### src/swb_pkg.sv
package swb_pkg;

  // ==========================================================
  // memory-mapped locations
  localparam logic [11:0] ADDR_SP     = 12'hF80;
  localparam logic [11:0] ADDR_SBS    = 12'hF84;
  localparam logic [11:0] ADDR_PSW_LO = 12'hFB0;
  localparam logic [11:0] ADDR_PSW_HI = 12'hFB1;

  // ==========================================================
  // reset values and fixed register bank
  localparam logic [7:0] SP_RESET  = 8'h00;
  localparam logic [3:0] SBS_RESET = 4'h8;
  localparam logic [3:0] MB_RESET  = 4'h0;
  localparam logic [1:0] RB_RESET  = 2'h0;
  localparam logic [1:0] RB_FIXED  = 2'h0;

  // ==========================================================
  // legal data memory banks
  localparam logic [3:0] MB_BANK0  = 4'h0;
  localparam logic [3:0] MB_BANK1  = 4'h1;
  localparam logic [3:0] MB_BANK15 = 4'hF;

  // ==========================================================
  // field positions
  localparam int BOOT_MBE_BIT = 7;
  localparam int BOOT_RBE_BIT = 6;
  localparam int VEC_MBE_BIT  = 7;
  localparam int VEC_RBE_BIT  = 6;
  localparam int SBS_MODE_BIT = 3;

  // ==========================================================
  // interrupt status codes
  localparam logic [1:0] IST_S0 = 2'h0;
  localparam logic [1:0] IST_S1 = 2'h1;
  localparam logic [1:0] IST_S2 = 2'h2;

  // ==========================================================
  // frame lengths in nibbles
  localparam logic [2:0] NIB_CALL = 3'h4;
  localparam logic [2:0] NIB_INT  = 3'h6;
  localparam logic [2:0] NIB_PAIR = 3'h2;

  // ==========================================================
  // commands from the sequencer
  typedef enum logic [3:0] {
    CMD_NONE,
    CMD_CALL,
    CMD_INT,
    CMD_RET,
    CMD_INTERRUPT_EXIT_OP,
    CMD_PUSH_PAIR,
    CMD_POP_PAIR,
    CMD_PUSH_BS,
    CMD_POP_BS
  } swb_cmd_type;

  typedef enum logic [3:0] {
    CY_NONE,
    CY_SET,
    CY_CLR,
    CY_NOT,
    CY_SKT,
    CY_ARITH,
    CY_MOVE_IN,
    CY_AND,
    CY_OR,
    CY_XOR
  } swb_cy_op_type;

endpackage : swb_pkg

### src/swb_stk_if.sv
interface swb_stk_if;
  logic        push;
  logic        pop;
  logic        sp_we;
  logic        sbs_we;
  logic [7:0]  sp_wdata;
  logic [3:0]  sbs_wdata;
  logic [7:0]  sp;
  logic [3:0]  stack_bank_selector;
  logic [11:0] addr;

  modport ctl  (output push, pop, sp_we, sbs_we, sp_wdata, sbs_wdata, input  sp, stack_bank_selector, addr);
  modport unit (input  push, pop, sp_we, sbs_we, sp_wdata, sbs_wdata, output sp, stack_bank_selector, addr);
endinterface : swb_stk_if

### src/swb_stack_unit.sv
module swb_stack_unit (
  // clock and reset
  input wire logic i_clk,
  input wire logic i_rst_n,
  // stack control
  swb_stk_if.unit  stk
);
  import swb_pkg::*;

  logic [7:0] sp_q;
  logic [3:0] sbs_q;
  wire  [7:0] sp_dec = sp_q - 8'h01;
  wire  [7:0] sp_inc = sp_q + 8'h01;

  assign stk.sp   = sp_q;
  assign stk.stack_bank_selector  = sbs_q;
  // bank from the selector, offset wraps inside the bank
  assign stk.addr = {2'h0, sbs_q[1:0], stk.push ? sp_dec : sp_q};

  // ==========================================================
  // pointer and bank selector
  always_ff @(posedge i_clk or negedge i_rst_n) begin
    if (!i_rst_n) begin
      sp_q  <= SP_RESET;
      sbs_q <= SBS_RESET;
    end else begin
      if (stk.push) begin
        sp_q <= sp_dec;
      end else if (stk.pop) begin
        sp_q <= sp_inc;
      end else if (stk.sp_we) begin
        sp_q <= stk.sp_wdata;
      end
      if (stk.sbs_we) begin
        sbs_q <= stk.sbs_wdata;
      end
    end
  end
endmodule : swb_stack_unit

### src/swb_carry_unit.sv
module swb_carry_unit (
  // clock and reset
  input wire logic                   i_clk,
  input wire logic                   i_rst_n,
  // operation
  input wire swb_pkg::swb_cy_op_type i_op,
  input wire logic                   i_alu_carry,
  input wire logic                   i_mem_bit,
  input wire logic                   i_load,
  input wire logic                   i_load_val,
  // state
  output logic                       o_carry,
  output logic                       o_skip
);
  import swb_pkg::*;

  logic carry_q;
  logic carry_d;

  always_comb begin
    carry_d = carry_q;
    if (i_load) begin
      carry_d = i_load_val;
    end else begin
      case (i_op)
        CY_SET:     carry_d = 1'b1;
        CY_CLR:     carry_d = 1'b0;
        CY_NOT:     carry_d = ~carry_q;
        CY_ARITH:   carry_d = i_alu_carry;
        CY_MOVE_IN: carry_d = i_mem_bit;
        CY_AND:     carry_d = carry_q & i_mem_bit;
        CY_OR:      carry_d = carry_q | i_mem_bit;
        CY_XOR:     carry_d = carry_q ^ i_mem_bit;
        default:    carry_d = carry_q;
      endcase
    end
  end

  // reset value is only for a clean start; software must not rely on it
  always_ff @(posedge i_clk or negedge i_rst_n) begin
    if (!i_rst_n) begin
      carry_q <= 1'b0;
    end else begin
      carry_q <= carry_d;
    end
  end

  assign o_carry = carry_q;
  assign o_skip  = (i_op == CY_SKT) && carry_q;
endmodule : swb_carry_unit

### src/swb_ctx.sv
// Notes on behaviour
// - zero pointer pushes first to bank top
// - call pushes only the two bank enables
// - interrupt pushes every status bit
// - return restores enables, interrupt return everything
// - extended mode frames keep only bank enables; frames here do not depend on the mode
// - status word at two addresses, low writable
// - carry catches add and subtract carry
// - carry undefined after reset
// - set, clear, invert, skip-if-set carry
// - bit and/or/xor into carry, moves
// - skip bits hardware-only, not an operand
// - interrupt status gates which levels allowed
// - acknowledge pushes status, then steps up
// - data bank from selector only when enabled
// - reset loads enables from program word zero
// - vector bit 7 loads data bank enable
// - vector bit 6 loads register bank enable
// - register bank zero unless enabled
// - bank selection pushed and popped whole
// - data bank selector 0,1,15, reset zero
// - register bank selector 0-3, reset zero
// - pointer pre-decrements push, post-increments pop
// - stack wraps inside selected bank
// - pointer undefined, stack bank 1000b at reset
module swb_ctx (
  // clock and reset
  input  wire  logic                 i_clk,
  input  wire  logic                 i_rst_n,
  // frame requests from the sequencer
  input  wire  swb_pkg::swb_cmd_type i_cmd,
  input  wire  logic [12:0]          i_ret_pc,
  input  wire  logic [7:0]           i_push_data,
  input  wire  logic [7:0]           i_vec_word,
  input  wire  logic [7:0]           i_boot_word,
  output logic                       o_busy,
  output logic                       o_done,
  output logic [12:0]                o_pop_pc,
  output logic [7:0]                 o_pop_data,
  // stack memory port
  output logic [11:0]                o_stk_addr,
  output logic                       o_stk_we,
  output logic                       o_stk_re,
  output logic [3:0]                 o_stk_wdata,
  input  wire  logic [3:0]           i_stk_rdata,
  // carry operations
  input  wire  swb_pkg::swb_cy_op_type i_cy_op,
  input  wire  logic                 i_alu_carry,
  input  wire  logic                 i_mem_bit,
  output logic                       o_carry,
  output logic                       o_skip_carry,
  // skip state from execution
  input  wire  logic                 i_skip_we,
  input  wire  logic [2:0]           i_skip_state,
  // bank selection
  input  wire  logic                 i_sel_mb_we,
  input  wire  logic [3:0]           i_sel_mb,
  input  wire  logic                 i_sel_rb_we,
  input  wire  logic [1:0]           i_sel_rb,
  input  wire  logic [3:0]           i_fixed_bank,
  output logic [3:0]                 o_data_bank_hi,
  output logic [1:0]                 o_reg_bank,
  // memory-mapped access
  input  wire  logic                 i_mem_we,
  input  wire  logic                 i_mem_re,
  input  wire  logic [11:0]          i_mem_addr,
  input  wire  logic [7:0]           i_mem_wdata,
  output logic [7:0]                 o_mem_rdata,
  // interrupt gating and mode
  output logic                       o_irq_allow_all,
  output logic                       o_irq_allow_high,
  output logic                       o_extended_mode
);
  import swb_pkg::*;

  typedef enum logic [1:0] {ST_IDLE, ST_PUSH, ST_POP, ST_FINISH} swb_state_type;

  // ==========================================================
  // state
  swb_state_type state_q;
  swb_state_type state_d;
  swb_cmd_type   cmd_q;
  logic [2:0]    cnt_q;
  logic [2:0]    len_q;
  logic [12:0]   pc_q;
  logic [7:0]    data_q;
  logic [7:0]    vec_q;
  logic [1:0]    ist_q;
  logic          mbe_q;
  logic          rbe_q;
  logic [2:0]    skip_q;
  logic [3:0]    mbs_q;
  logic [1:0]    rbs_q;
  logic          boot_q;
  logic          rd_valid_q;
  logic [2:0]    rd_idx_q;
  logic          done_q;
  logic [7:0]    mem_rdata_q;
  logic [3:0]    push_nib;
  logic          carry;

  swb_stk_if stk ();

  // ==========================================================
  // decode
  wire       idle      = (state_q == ST_IDLE);
  wire       start     = idle && (i_cmd != CMD_NONE);
  wire       push_cmd  = (i_cmd == CMD_CALL) || (i_cmd == CMD_INT) ||
                         (i_cmd == CMD_PUSH_PAIR) || (i_cmd == CMD_PUSH_BS);
  wire       long_cmd  = (i_cmd == CMD_INT) || (i_cmd == CMD_INTERRUPT_EXIT_OP);
  wire       call_cmd  = (i_cmd == CMD_CALL) || (i_cmd == CMD_RET);
  wire [2:0] start_len = long_cmd ? NIB_INT : (call_cmd ? NIB_CALL : NIB_PAIR);
  wire       last      = (cnt_q == len_q - 3'h1);
  wire       extended  = stk.stack_bank_selector[SBS_MODE_BIT];
  wire       wr_psw_lo = i_mem_we && (i_mem_addr == ADDR_PSW_LO);
  wire       wr_sp     = i_mem_we && (i_mem_addr == ADDR_SP);
  wire       wr_sbs    = i_mem_we && (i_mem_addr == ADDR_SBS);
  wire       cap_ret   = rd_valid_q && ((cmd_q == CMD_RET) || (cmd_q == CMD_INTERRUPT_EXIT_OP));
  wire       cap_interrupt_exit_op  = rd_valid_q && (cmd_q == CMD_INTERRUPT_EXIT_OP);
  wire       cap_data  = rd_valid_q && ((cmd_q == CMD_POP_PAIR) || (cmd_q == CMD_POP_BS));
  wire       cap_bs    = rd_valid_q && (cmd_q == CMD_POP_BS);
  wire       pair_push = (cmd_q == CMD_PUSH_PAIR) || (cmd_q == CMD_PUSH_BS);
  wire [2:0] call_idx  = (cmd_q == CMD_INT) ? cnt_q - 3'h2 : cnt_q;
  wire [1:0] ist_next  = (ist_q == IST_S0) ? IST_S1 : IST_S2;
  wire       mb_legal  = (i_sel_mb == MB_BANK0) || (i_sel_mb == MB_BANK1) || (i_sel_mb == MB_BANK15);
  wire       int_done  = (state_q == ST_FINISH) && (cmd_q == CMD_INT);
  wire       ret_bank  = cap_ret && (cmd_q == CMD_RET) && (rd_idx_q == 3'h1);
  wire       interrupt_exit_op_psw  = cap_interrupt_exit_op && (rd_idx_q == 3'h4);
  wire       interrupt_exit_op_cy   = cap_interrupt_exit_op && (rd_idx_q == 3'h5);
  wire [7:0] bs_word   = {mbs_q, 2'h0, rbs_q};
  wire [7:0] rd_mux    = (i_mem_addr == ADDR_PSW_LO) ? {4'h0, ist_q, mbe_q, rbe_q} :
                         (i_mem_addr == ADDR_PSW_HI) ? {4'h0, carry, skip_q} :
                         (i_mem_addr == ADDR_SP)     ? stk.sp :
                         (i_mem_addr == ADDR_SBS)    ? {4'h0, stk.stack_bank_selector} : 8'h00;

  // ==========================================================
  // nibble written in each push step
  always_comb begin
    push_nib = 4'h0;
    if (pair_push) begin
      push_nib = (cnt_q == 3'h0) ? data_q[7:4] : data_q[3:0];
    end else if ((cmd_q == CMD_INT) && (cnt_q == 3'h0)) begin
      push_nib = {carry, skip_q};
    end else if ((cmd_q == CMD_INT) && (cnt_q == 3'h1)) begin
      push_nib = {ist_q, mbe_q, rbe_q};
    end else begin
      case (call_idx)
        3'h0:    push_nib = pc_q[7:4];
        3'h1:    push_nib = pc_q[3:0];
        3'h2:    push_nib = {mbe_q, rbe_q, 1'b0, pc_q[12]};
        default: push_nib = pc_q[11:8];
      endcase
    end
  end

  // ==========================================================
  // stack unit hookup
  assign stk.push      = (state_q == ST_PUSH);
  assign stk.pop       = (state_q == ST_POP);
  assign stk.sp_we     = wr_sp;
  assign stk.sp_wdata  = i_mem_wdata;
  assign stk.sbs_we    = wr_sbs;
  assign stk.sbs_wdata = i_mem_wdata[3:0];

  swb_stack_unit u_stack (
    .i_clk   (i_clk),
    .i_rst_n (i_rst_n),
    .stk     (stk.unit)
  );

  swb_carry_unit u_carry (
    .i_clk       (i_clk),
    .i_rst_n     (i_rst_n),
    .i_op        (i_cy_op),
    .i_alu_carry (i_alu_carry),
    .i_mem_bit   (i_mem_bit),
    .i_load      (interrupt_exit_op_cy),
    .i_load_val  (i_stk_rdata[3]),
    .o_carry     (carry),
    .o_skip      (o_skip_carry)
  );

  // ==========================================================
  // frame sequencer
  always_comb begin
    state_d = state_q;
    case (state_q)
      ST_IDLE:   if (start) state_d = push_cmd ? ST_PUSH : ST_POP;
      ST_PUSH:   if (last) state_d = ST_FINISH;
      ST_POP:    if (last) state_d = ST_FINISH;
      ST_FINISH: state_d = ST_IDLE;
      default:   state_d = ST_IDLE;
    endcase
  end

  always_ff @(posedge i_clk or negedge i_rst_n) begin
    if (!i_rst_n) begin
      state_q    <= ST_IDLE;
      cmd_q      <= CMD_NONE;
      cnt_q      <= 3'h0;
      len_q      <= NIB_PAIR;
      vec_q      <= 8'h00;
      rd_valid_q <= 1'b0;
      rd_idx_q   <= 3'h0;
      done_q     <= 1'b0;
    end else begin
      state_q    <= state_d;
      cnt_q      <= start ? 3'h0 : cnt_q + 3'h1;
      rd_valid_q <= stk.pop;
      rd_idx_q   <= cnt_q;
      done_q     <= (state_q == ST_FINISH);
      if (start) begin
        cmd_q <= i_cmd;
        len_q <= start_len;
        vec_q <= i_vec_word;
      end
    end
  end

  // return address and pair data, latched on push, gathered on pop
  always_ff @(posedge i_clk or negedge i_rst_n) begin
    if (!i_rst_n) begin
      pc_q   <= 13'h0000;
      data_q <= 8'h00;
    end else begin
      if (start) begin
        pc_q   <= i_ret_pc;
        data_q <= (i_cmd == CMD_PUSH_BS) ? bs_word : i_push_data;
      end else if (cap_ret) begin
        case (rd_idx_q)
          3'h0:    pc_q[11:8] <= i_stk_rdata;
          3'h1:    pc_q[12]   <= i_stk_rdata[0];
          3'h2:    pc_q[3:0]  <= i_stk_rdata;
          3'h3:    pc_q[7:4]  <= i_stk_rdata;
          default: pc_q       <= pc_q;
        endcase
      end else if (cap_data) begin
        if (rd_idx_q == 3'h0) begin
          data_q[3:0] <= i_stk_rdata;
        end else begin
          data_q[7:4] <= i_stk_rdata;
        end
      end
    end
  end

  // ==========================================================
  // status word
  always_ff @(posedge i_clk or negedge i_rst_n) begin
    if (!i_rst_n) begin
      ist_q  <= IST_S0;
      mbe_q  <= 1'b0;
      rbe_q  <= 1'b0;
      boot_q <= 1'b1;
    end else begin
      boot_q <= 1'b0;
      if (boot_q) begin
        mbe_q <= i_boot_word[BOOT_MBE_BIT];
        rbe_q <= i_boot_word[BOOT_RBE_BIT];
      end else if (int_done) begin
        ist_q <= ist_next;
        mbe_q <= vec_q[VEC_MBE_BIT];
        rbe_q <= vec_q[VEC_RBE_BIT];
      end else if (ret_bank) begin
        {mbe_q, rbe_q} <= i_stk_rdata[3:2];
      end else if (interrupt_exit_op_psw) begin
        {ist_q, mbe_q, rbe_q} <= i_stk_rdata;
      end else if (wr_psw_lo) begin
        {ist_q, mbe_q, rbe_q} <= i_mem_wdata[3:0];
      end
    end
  end

  // skip bits have no memory write path
  always_ff @(posedge i_clk or negedge i_rst_n) begin
    if (!i_rst_n) begin
      skip_q <= 3'h0;
    end else if (interrupt_exit_op_cy) begin
      skip_q <= i_stk_rdata[2:0];
    end else if (i_skip_we) begin
      skip_q <= i_skip_state;
    end
  end

  // ==========================================================
  // bank selection
  always_ff @(posedge i_clk or negedge i_rst_n) begin
    if (!i_rst_n) begin
      mbs_q <= MB_RESET;
      rbs_q <= RB_RESET;
    end else begin
      if (cap_bs && (rd_idx_q == 3'h1)) begin
        mbs_q <= i_stk_rdata;
      end else if (i_sel_mb_we && mb_legal) begin
        mbs_q <= i_sel_mb;
      end
      if (cap_bs && (rd_idx_q == 3'h0)) begin
        rbs_q <= i_stk_rdata[1:0];
      end else if (i_sel_rb_we) begin
        rbs_q <= i_sel_rb;
      end
    end
  end

  always_ff @(posedge i_clk or negedge i_rst_n) begin
    if (!i_rst_n) begin
      mem_rdata_q <= 8'h00;
    end else if (i_mem_re) begin
      mem_rdata_q <= rd_mux;
    end
  end

  // ==========================================================
  // outputs
  assign o_busy           = !idle;
  assign o_done           = done_q;
  assign o_pop_pc         = pc_q;
  assign o_pop_data       = data_q;
  assign o_stk_addr       = stk.addr;
  assign o_stk_we         = stk.push;
  assign o_stk_re         = stk.pop;
  assign o_stk_wdata      = push_nib;
  assign o_carry          = carry;
  assign o_data_bank_hi   = mbe_q ? mbs_q : i_fixed_bank;
  assign o_reg_bank       = rbe_q ? rbs_q : RB_FIXED;
  assign o_irq_allow_all  = (ist_q == IST_S0);
  assign o_irq_allow_high = (ist_q == IST_S0) || (ist_q == IST_S1);
  assign o_mem_rdata      = mem_rdata_q;
  assign o_extended_mode  = extended;
endmodule : swb_ctx

### config.mk
export PLATFORM = sky130hd
export DESIGN_NAME = swb_ctx
export DESIGN_NICKNAME = d
export VERILOG_FILES = /design/src/swb_pkg.sv /design/src/swb_stk_if.sv /design/src/swb_stack_unit.sv /design/src/swb_carry_unit.sv /design/src/swb_ctx.sv
export SDC_FILE = /design/constraint.sdc
export NUM_CORES = 1
export LEC_CHECK = 0
export ABC_AREA = 1
export BUFFER_PORTS_ARGS = -buffer_cell sky130_fd_sc_hd__buf_2
export CORE_MARGIN = 2
export CORE_UTILIZATION = 35
export CTS_CLUSTER_DIAMETER = 80
export CTS_CLUSTER_SIZE = 8
export DETAILED_ROUTE_END_ITERATION = 8
export GPL_TIMING_DRIVEN = 0
export SYNTH_ARGS = -nofsm -noshare
export SYNTH_HDL_FRONTEND = slang
export SYNTH_SLANG_ARGS = --single-unit
### constraint.sdc
create_clock -name i_clk -period 1.7 [get_ports i_clk]
set_input_delay 0.34 -clock i_clk [delete_from_list [all_inputs] [get_ports i_clk]]
set_output_delay 0.34 -clock i_clk [all_outputs]
set_load 0.01 [all_outputs]
==> metrics.yaml, run 1 <==
outcome: "finished with violations"
violations: "negative setup slack"
totalNegativeSetupSlack_ns: -4.05
rsz0062_at_grt: "true"
period_share: 1.34
finalMaxSlewViolations: 0
clkTransAtPathRegs_ns: 0.06
clock-sinks: 74
synth_cell_types: 54
fmax_ghz: 0.439
setup_violations: 13
worst-path-buf-inv: 1
grt.busiest_layer: "met2"
maxCapViolations: 0
drt_iter0_drc: 473
synth_seq_cells: 74
wirelength_mm: 16.3
syn_inst: 675
hp-class: "input pin to register"
cts_tree: "done"
fill_cells: 1318
grt_pass1_wl_mm: 24.4
hp-start: "i_ret_pc[7]"
critical_path_class: "register to primary output"
multiInputGateArea_um2: 3130
finalHoldViolations: 0
drive_above_1_share: 0.422
first_pass_iters: 6
startpoint_type: "register"
use_met3: 0.0465
die_w_um: 123
dp_hpwl_mm: 11.7
synth.cell_area_um2: 4940
finalInstanceArea_um2: 7280
grt_pass1_vias: 4895
antenna_found_initial: 1
remaining_drc_errors: 0
end_kind: "primary output"
portBuffers: 136
timing.reg2reg.setup_slack_ns: -0.02
worstSkewPairLatency_ns: 0.34
path_cells: "nor2_4 > nand4_1 > nand2_4 > nand2_4 > nor2_1 > nor2_1 > nand2_1 > nand2_1 > a21oi_2 > buf_2"
ys_warn_count: 0
rr_startpoint: "u_stack.stk.sp[1]"
cp-endpoint: "o_stk_wdata[3]"
grt.total_usage: 0.210
area_delta_synth_final_pct: 47.3
fin_skew_ns: 0.00715
worst_ep_required_time_ns: 1.36
ir_worst_vdd_mv: 1.10
cp.arrival_ns: 1.94
grt-ovfl-total: 0
grt_max_degree: 46
critical_path.top_delay_family: "simple AND/OR/NAND/NOR gates"
io_pins: 151
startpoint: "cmd_q[3]"
clockBufferDepth: 2
start_util: 0.358
fp.coreArea_um2: 13800
root_buffer: "clkbuf_16"
worst-path-stages: 10
vias: 5379
rr_worst_depth: 12
r2r-end: "u_stack.stk.sp[6]"
cts_max_level: 3
regArea_um2: 1870
finalWorstSetupSlack_ns: -0.576
met2_usage: 0.343
ys_seq_area_frac: 0.375
syn_avg_cell_area_um2: 7.33
rows: 43
routedWlPerCell_um: 15.3
worstPathMaxFanout: 5
p_leak_nw: 3.68
die_area_um2: 15100
numCtsBuffers: 9
gp_congestion: 0.888
max_stage_delay_ns: 0.42
nNetsFinal: 984
p_per_area_nw_per_um2: 1800
min_period_ns: 2.28
p_total_mw: 13.1
place_area_um2: 5910
postRouteAntennaNets: 0
vias_per_cell: 5.04
met1_usage: 0.278
chipHeight_um: 123
cp_slowest_cell: "dfrtp_1"
==> how the worst min path moves through the flow <==
stage	endpoint	slack, ns	cells past startpoint
after floorplan	cmd_q[0]	0.04	0
after global placement	rd_idx_q[2]	0.37	0
after detailed placement	o_pop_pc[10]	0.31	1
after CTS	o_pop_pc[7]	0.20	3
after global routing	vec_q[6]	0.23	3
final	o_pop_pc[7]	0.21	3
==> what timing repair did <==
action                     4_1_cts  5_1_grt
setup endpoints to repair       45       38
gates cloned                     2        0
gates resized for setup         84       97
pin swaps                       22       46
hold endpoints to repair        29        0
hold buffers                     1        0
setup buffers                   30       27
==> tightest hold or removal path, delay by kind of cell <==
kind	cells	cell delay (ns)
buffers and inverters	1	0.07
AOI/OAI and AO/OA	1	0.05
and+or+nand+nor	1	0.05
==> Yosys cell counts, drive strengths merged <==
library cell	instances	area [um^2]
a211oi	2	15.0
a21boi	2	18.8
a21o	1	7.51
a21oi	34	170
a22oi	4	30.0
a31o	1	8.76
a31oi	8	50.1
buf	11	72.6
clkbuf	3	11.3
clkinv	2	7.51
conb	1	3.75
dfrtp	71	1780
dfstp	3	78.8
ha	12	150
inv	94	355
mux2	2	22.5
mux2i	1	10.0
nand2	163	664
nand3	60	335
nand3b	1	20.0
nand4	16	113
nor2	79	337
nor3	5	30.0
nor4	4	61.3
o211ai	9	77.6
o21a	4	30.0
o21ai	61	320
o221a	1	11.3
o221ai	4	35.0
o22ai	3	18.8
o31ai	5	37.5
or2	2	12.5
xnor2	1	8.76
xor2	5	43.8
==> flip-flops by register name, indices dropped and copies added, names as in the netlist, 2 cells and up <==
name / count
skip_q: 3
o_pop_data: 8
o_pop_pc: 13
rd_idx_q: 3
state_q: 2
cmd_q: 4
u_stack.stk.stack_bank_selector: 4
u_stack.stk.sp: 8
ist_q: 2
rbs_q: 2
cnt_q: 3
mbs_q: 4
vec_q: 2
len_q: 2
o_mem_rdata: 8
==> layout by cell type, fill, tap and decap left out, types with 4 or more instances in the layout <==
cell,n
inv_4,7
buf_4,51
o21ai_2,9
o211ai_1,7
clkbuf_16,10
ha_1,6
nand2_2,14
a22oi_1,4
nand3_2,17
a31oi_1,8
nor2_2,10
nor2_4,15
dfrtp_2,12
nand3_4,5
a21oi_1,31
nand4_1,14
o21a_1,4
o21ai_0,37
nor2_1,54
inv_2,14
buf_6,10
o21ai_1,13
nand3_1,38
dfrtp_1,59
ha_4,5
buf_2,136
o221ai_1,4
nand2_4,12
inv_1,72
o31ai_1,5
nand2_1,136
==> final cells by class <==
type,instances,share of cell area
inverters,96,0.0550
clock inverters,6,0.0122
repair buffers,194,0.165
clock buffers,10,0.0328
diodes,1,0.000344
plain buffers,13,0.0179
multi-input cells,493,0.430
flip-flops and latches,74,0.257
well taps,180,0.0309
==> per-stage QoR <==
stage	utilization	hold WS, ns	instances	worst slack, ns
finish	0.527	0.206	1067	-0.576
global route	0.527	0.233	1066	-0.679
global placement	0.425	0.367	993	-0.382
CTS	0.486	0.202	1042	-0.527
detailed placement	0.427	0.312	994	-0.385
floorplan	-	0.0444	677	0.00810
==> power breakdown <==
group          switching [mW]  internal (mW)
logic                    4.57           3.32
clock network           0.780           1.33
registers               0.645           2.47
total                    6.00           7.12
==> cell families after synthesis <==
family / synth area share
other: 0.000758
multiplexers: 0.00658
AO/OA/AOI/OAI: 0.168
buffers and inverters: 0.0903
XOR/XNOR: 0.0106
adder cells (fa/ha/maj): 0.0304
flip-flops: 0.375
AND/OR/NAND/NOR: 0.318
==> routing by layer <==
| layer | routed length [um] | up-vias | part of all wire |
|---|---|---|---|
| met2 | 7750 | 213 | 0.47 |
| li1 | - | 2652 | - |
| met4 | 227 | 0 | 0.014 |
| met5 | 0 | - | 0 |
| met1 | 7170 | 2490 | 0.44 |
| met3 | 1190 | 24 | 0.073 |
No activity file was read; power rests on OpenSTA's default activity.
==> run 2: changes to the inputs <==
--- a/config.mk
+++ b/config.mk
@@ -5,7 +5,6 @@
 export SDC_FILE = /design/constraint.sdc
 export NUM_CORES = 1
 export LEC_CHECK = 0
-export ABC_AREA = 1
 export BUFFER_PORTS_ARGS = -buffer_cell sky130_fd_sc_hd__buf_2
 export CORE_MARGIN = 2
 export CORE_UTILIZATION = 35
==> run 2 against run 1 <==
Effect of this change:
- the run still ends with negative setup slack left
- synthesized cell count is 17% lower
- total power increased by 9.3%
- register-to-register slack got worse by 0.48 ns
- non-clock buffer count up 23
- critical path depth fell by 2
- sequential share of layout area shrank 1.3 points
- worst hold slack got worse by 0.0097 ns
- worst setup slack lost 0.36 ns
- fmax is 14% lower
- cell area is 5.1% higher
- die area grew 0.39%
- combinational power grew 11%
- largest power group unchanged
- highest routed layer unchanged
==> metrics.yaml, run 2 <==
min_path_cells: 3
hp-start: "i_ret_pc[5]"
rsz0062_at_grt: "true"
seqPwrFrac: 0.233
p_per_area_nw_per_um2: 1870
root_buffer: "clkbuf_16"
largest_reg_flops: 13
ys_warn_count: 0
async_flop_share: 1.00
nNetsFinal: 869
holdPathEnd: "o_pop_pc[5]"
first_pass_iters: 4
portBuffers: 134
synth_commonest_cells: "dfrtp_1 (71), nand2_1 (55), o21ai_0 (42)"
finalMaxSlewViolations: 0
cp.arrival_ns: 2.30
finalWorstSetupSlack_ns: -0.935
r2r-end: "rbe_q"
die_area_um2: 15200
combPwrFrac: 0.613
worstPathMaxFanout: 6
antenna_found_initial: 0
synth_top_area_cell: "dfrtp_1"
tightest_slew_ns: 0.689
synth_top_area_share: 0.358
routedWlPerCell_um: 18.1
cts_max_level: 3
pwr-share-clk: 0.154
synth_cell_types: 72
syn_avg_cell_area_um2: 8.91
p_leak_nw: 3.55
rr_worst_depth: 8
slew_headroom: 0.540
min_period_ns: 2.64
synth.most_common_cell: "dfrtp_1"
intPower_mw: 8.31
synth-edff-count: 0
finalInstanceArea_um2: 7660
die_w_um: 123
mostFrequentLayoutCells: "buf_2 (128), dfrtp_1 (62), buf_4 (47)"
grt-ovfl-total: 0
switchingPower_mw: 6.03
violations: "negative setup slack"
clkTransAtPathRegs_ns: 0.06
dp_hpwl_mm: 11.9
fin_skew_ns: 0.00834
chipHeight_um: 123
end_kind: "primary output"
finalHoldViolations: 0
synth_top_flop_cell: "dfrtp_1"
vias: 5195
synth_area_leaders: "dfrtp_1 (36%), mux2i_1 (5.6%), mux2_2 (5.2%)"
gp_congestion: 0.908
grt.total_usage: 0.225
io_pins: 151
whs_ns: 0.196
vias_per_cell: 5.46
grt_pass1_wl_mm: 26.1
remaining_drc_errors: 0
fmax_ghz: 0.379
grt_pass1_vias: 5037
p_total_mw: 14.3
wirelength_mm: 17.2
clockBufferDepth: 2
ir_worst_vdd_mv: 0.761
setup_violations: 42
worstSkewPairLatency_ns: 0.35
timing.reg2reg.setup_slack_ns: -0.50
final_common_cell: "buf_2"
syn_inst: 557
synth_seq_cells: 74
antennaDiodeCount: 0
postRouteAntennaNets: 0
clock-sinks: 74
area_delta_synth_final_pct: 54.3
start_util: 0.358
hp-class: "input pin to register"
drive_above_1_share: 0.495
startpoint_type: "register"
rows: 43
worst_ep_required_time_ns: 1.36
fp.coreArea_um2: 13900
cts_tree: "done"
drt_iter0_drc: 426
ys_seq_area_frac: 0.374
grt_max_degree: 48
synth.cell_area_um2: 4960
period_share: 1.55
place_area_um2: 6080
outcome: "finished with violations"
switching_share: 0.420
rr_startpoint: "cmd_q[0]"
numCtsBuffers: 9
maxCapViolations: 0
critical_path_class: "register to primary output"
==> run 2: cell count changes after synthesis, sizes merged, moves of 11 or more <==
cell and change:
mux2 +22, nor2b +12, inv -59, clkbuf +20, nand4 -11, nor2 -44
nand3 -43, o21ai -19, mux2i +27, nand2 -108
==> run 2: worst max path at each step <==
stage	start	endpoint	slack (ns)	cells after the start
detailed placement	cmd_q[2]	o_stk_wdata[3]	-0.81	7
global route	cmd_q[0]	o_stk_wdata[2]	-1.03	8
global placement	cnt_q[1]	o_stk_wdata[1]	-0.81	10
floorplan	cmd_q[0]	o_stk_wdata[3]	-0.39	6
finish	cmd_q[0]	o_stk_wdata[2]	-0.94	8
CTS	cmd_q[0]	o_stk_wdata[3]	-0.95	8
==> run 2: power groups by stage <==
stage / sequential, mW / clock [mW] / combinational, mW
5_1_grt: 3.42 / 2.30 / 9.46
2_1_floorplan: 3.07 / 0 / 4.15
3_5_place_dp: 3.15 / 0 / 6.04
6_report: 3.34 / 2.21 / 8.79
4_1_cts: 3.26 / 2.22 / 7.73
3_3_place_gp: 3.13 / 0 / 5.92
==> run 2: area by class of cell <==
type / count / area [um^2]
Clock inverter: 5 / 85.1
Sequential cell: 74 / 1870
Multi-Input combinational cell: 416 / 3450
Tap cell: 180 / 225
Inverter: 35 / 159
Clock buffer: 11 / 253
Fill cell: 1253 / 6220
Timing Repair Buffer: 202 / 1350
Buffer: 28 / 275
==> run 2: layer usage <==
layer / GRT usage / routed length [um] / vias up
met5: 0 / 0 / -
met2: 0.392 / 8910 / 154
met3: 0.0378 / 768 / 26
met4: 0.0746 / 320 / 0
met1: 0.283 / 7230 / 2560
li1: - / - / 2455
==> run 2: kinds of logic (layout without fill, tap and decap cells) <==
family,Yosys count,in the layout,synth area share
AO/OA/AOI/OAI,157,157,0.212
XOR/XNOR,12,12,0.0212
adder cells (fa/ha/maj),12,12,0.0302
buffers and inverters,69,281,0.0592
flip-flops,74,74,0.374
multiplexers,52,52,0.112
other,1,3,0.000755
AND/OR/NAND/NOR,180,180,0.192
==> run 2: worst max-delay path: stages (launching register included) <==
cell and delay (ns):
dfrtp_2 0.44, nor4b_4 0.29, buf_6 0.18, buf_12 0.11, mux2i_1 0.20, o221ai_1 0.19, a211oi_2 0.27, o221ai_2 0.13
buf_2 0.16
==> run 2: through the flow <==
stage | cells | setup slack (ns) | utilization | TNS [ns]
2_1_floorplan | 559 | -0.394 | - | -3.05
3_3_place_gp | 873 | -0.810 | 0.436 | -36.31
3_5_place_dp | 874 | -0.812 | 0.438 | -22.32
4_1_cts | 933 | -0.948 | 0.521 | -11.13
5_1_grt | 951 | -1.03 | 0.552 | -15.38
6_report | 951 | -0.935 | 0.552 | -11.90
==> run 2: repair_timing <==
action / 4_1_cts / 5_1_grt
setup endpoints to repair: 71 / 72
pin swaps: 32 / 32
cloned: 1 / 0
resized for setup: 115 / 89
hold buffers: 1 / 0
hold endpoints to repair: 27 / 0
buffers inserted: 46 / 21
==> run 3: changes to the inputs <==
--- a/config.mk
+++ b/config.mk
@@ -12,6 +12,7 @@
 export CTS_CLUSTER_SIZE = 8
 export DETAILED_ROUTE_END_ITERATION = 8
 export GPL_TIMING_DRIVEN = 0
+export SKIP_LAST_GASP = 1
 export SYNTH_ARGS = -nofsm -noshare
 export SYNTH_HDL_FRONTEND = slang
 export SYNTH_SLANG_ARGS = --single-unit
==> run 3 against run 2 <==
Effect of this change:
- the flow still finishes with violations (negative setup slack)
- total power down 2.3%
- clock skew down 0.00051 ns
- count of clock-buffer cells in the layout unchanged
- fmax up 1.3%
- sequential share of layout area up 0.38 points
- critical path depth down 1
- flip-flop and latch count unchanged
- routed wire length down 1.1%
- core utilization down 0.85 points
- largest power group unchanged
==> metrics.yaml, run 3 (synthesized netlist as in run 2, its figures left out) <==
cp_slowest_cell: "dfrtp_2"
drt_iter0_drc: 350
slew_headroom: 0.540
whs_ns: 0.195
grt_pass1_vias: 5044
maxCapViolations: 0
vias_per_cell: 5.47
totalNegativeSetupSlack_ns: -12.32
end_kind: "primary output"
die_area_um2: 15200
grt_max_degree: 48
postRouteAntennaNets: 0
area_delta_synth_final_pct: 51.9
fp.coreArea_um2: 13900
multiInputGateArea_um2: 3390
fill_cells: 1273
finalHoldViolations: 0
antennaDiodeCount: 0
violations: "negative setup slack"
p_total_mw: 14.0
rows: 43
max_stage_delay_ns: 0.44
critical_path.top_delay_family: "compound AO/OA/AOI/OAI gates"
chipHeight_um: 123
period_share: 1.53
gp_congestion: 0.908
setup_violations: 44
start_util: 0.358
numCtsBuffers: 9
die_w_um: 123
cp.arrival_ns: 2.26
tightest_slew_ns: 0.688
final_common_cell: "buf_2"
finalMaxSlewViolations: 0
root_buffer: "clkbuf_16"
grt.total_usage: 0.225
p_leak_nw: 3.51
cts_max_level: 3
nNetsFinal: 869
antenna_found_initial: 0
min_period_ns: 2.60
regArea_um2: 1870
wirelength_mm: 17.1
routedWlPerCell_um: 17.9
ir_worst_vdd_mv: 0.744
grt-ovfl-total: 0
finalWorstSetupSlack_ns: -0.902
worstPathMaxFanout: 6
vias: 5200
outcome: "finished with violations"
path_cells: "nor4b_4 > buf_6 > mux2_4 > a22oi_2 > o221a_2 > o221ai_2 > buf_2"
fin_skew_ns: 0.00783
worstSkewPairLatency_ns: 0.35
worst_ep_required_time_ns: 1.36
rsz0062_at_grt: "true"
mostFrequentLayoutCells: "buf_2 (132), dfrtp_1 (62), buf_4 (54)"
grt_pass1_wl_mm: 26.1
portBuffers: 134
startpoint_type: "register"
cts_tree: "done"
hp-class: "input pin to register"
fmax_ghz: 0.384
largest_reg_flops: 13
critical_path_class: "register to primary output"
drive_above_1_share: 0.488
worst-path-buf-inv: 2
preCtsSetupSlack_ns: -0.812
io_pins: 151
final_core_util: 0.543
clock-sinks: 74
first_pass_iters: 5
clkTransAtPathRegs_ns: 0.06
clockBufferDepth: 2
p_per_area_nw_per_um2: 1860
dp_hpwl_mm: 11.9
remaining_drc_errors: 0
==> run 3: cell type report <==
class	instances	area share
clock inverter	5	0.0113
timing repair buffer	202	0.173
tap	180	0.0299
clock buffer	11	0.0335
multi-input combinational	416	0.449
sequential	74	0.248
inverter	35	0.0201
buffer	28	0.0355
==> run 3: worst reg2reg max path, stage by stage, from the launching register on <==
cell and delay (ns):
dfrtp_2 0.44, buf_4 0.16, buf_6 0.11, or3b_4 0.39, or3_4 0.34, buf_6 0.13
mux2i_1 0.12, a211o_1 0.30, a31oi_1 0.16
==> run 3: layer usage <==
metal  vias up  global-route usage  routed length, um
li1       2450                   -                  -
met1      2553               0.282               7130
met2       170               0.390               8680
met3        27              0.0387                869
met4         0              0.0788                367
met5         -                   0                  0
==> run 3: timing repair <==
action / in CTS / in global routing
gates cloned: 1 / 0
pin swaps: 30 / 31
hold buffers: 1 / 0
setup endpoints to repair: 71 / 72
hold endpoints to repair: 27 / 0
buffers inserted: 46 / 21
gates resized for setup: 110 / 65
==> run 3: where the power goes <==
group	leakage (nW)	total (mW)	switching [mW]	internal, mW
logic	2.45	8.49	4.21	4.28
clock network	0.162	2.20	0.826	1.37
registers	0.895	3.32	0.859	2.46
total	3.51	14.0	5.90	8.12
==> run 3: worst paths after layout <==
kind | start | to | slack [ns] | depth (start not counted)
setup / recovery | cmd_q[0] | o_stk_wdata[3] | -0.90 | 7
hold / removal | i_ret_pc[5] | o_pop_pc[5] | 0.20 | 3
setup reg to reg | cmd_q[0] | rbe_q | -0.51 | 8
hold reg to reg | o_pop_pc[9] | o_pop_pc[9] | 0.51 | 2
max in group asynchronous | i_rst_n | len_q[1] | 0.60 | 3
min in group asynchronous | i_rst_n | mbs_q[3] | 0.48 | 2
==> run 3: through the flow <==
stage / cells / instance area, um^2
2_1_floorplan: 559 / 5150
3_3_place_gp: 873 / 6050
3_5_place_dp: 874 / 6080
4_1_cts: 933 / 7210
5_1_grt: 951 / 7540
6_report: 951 / 7540
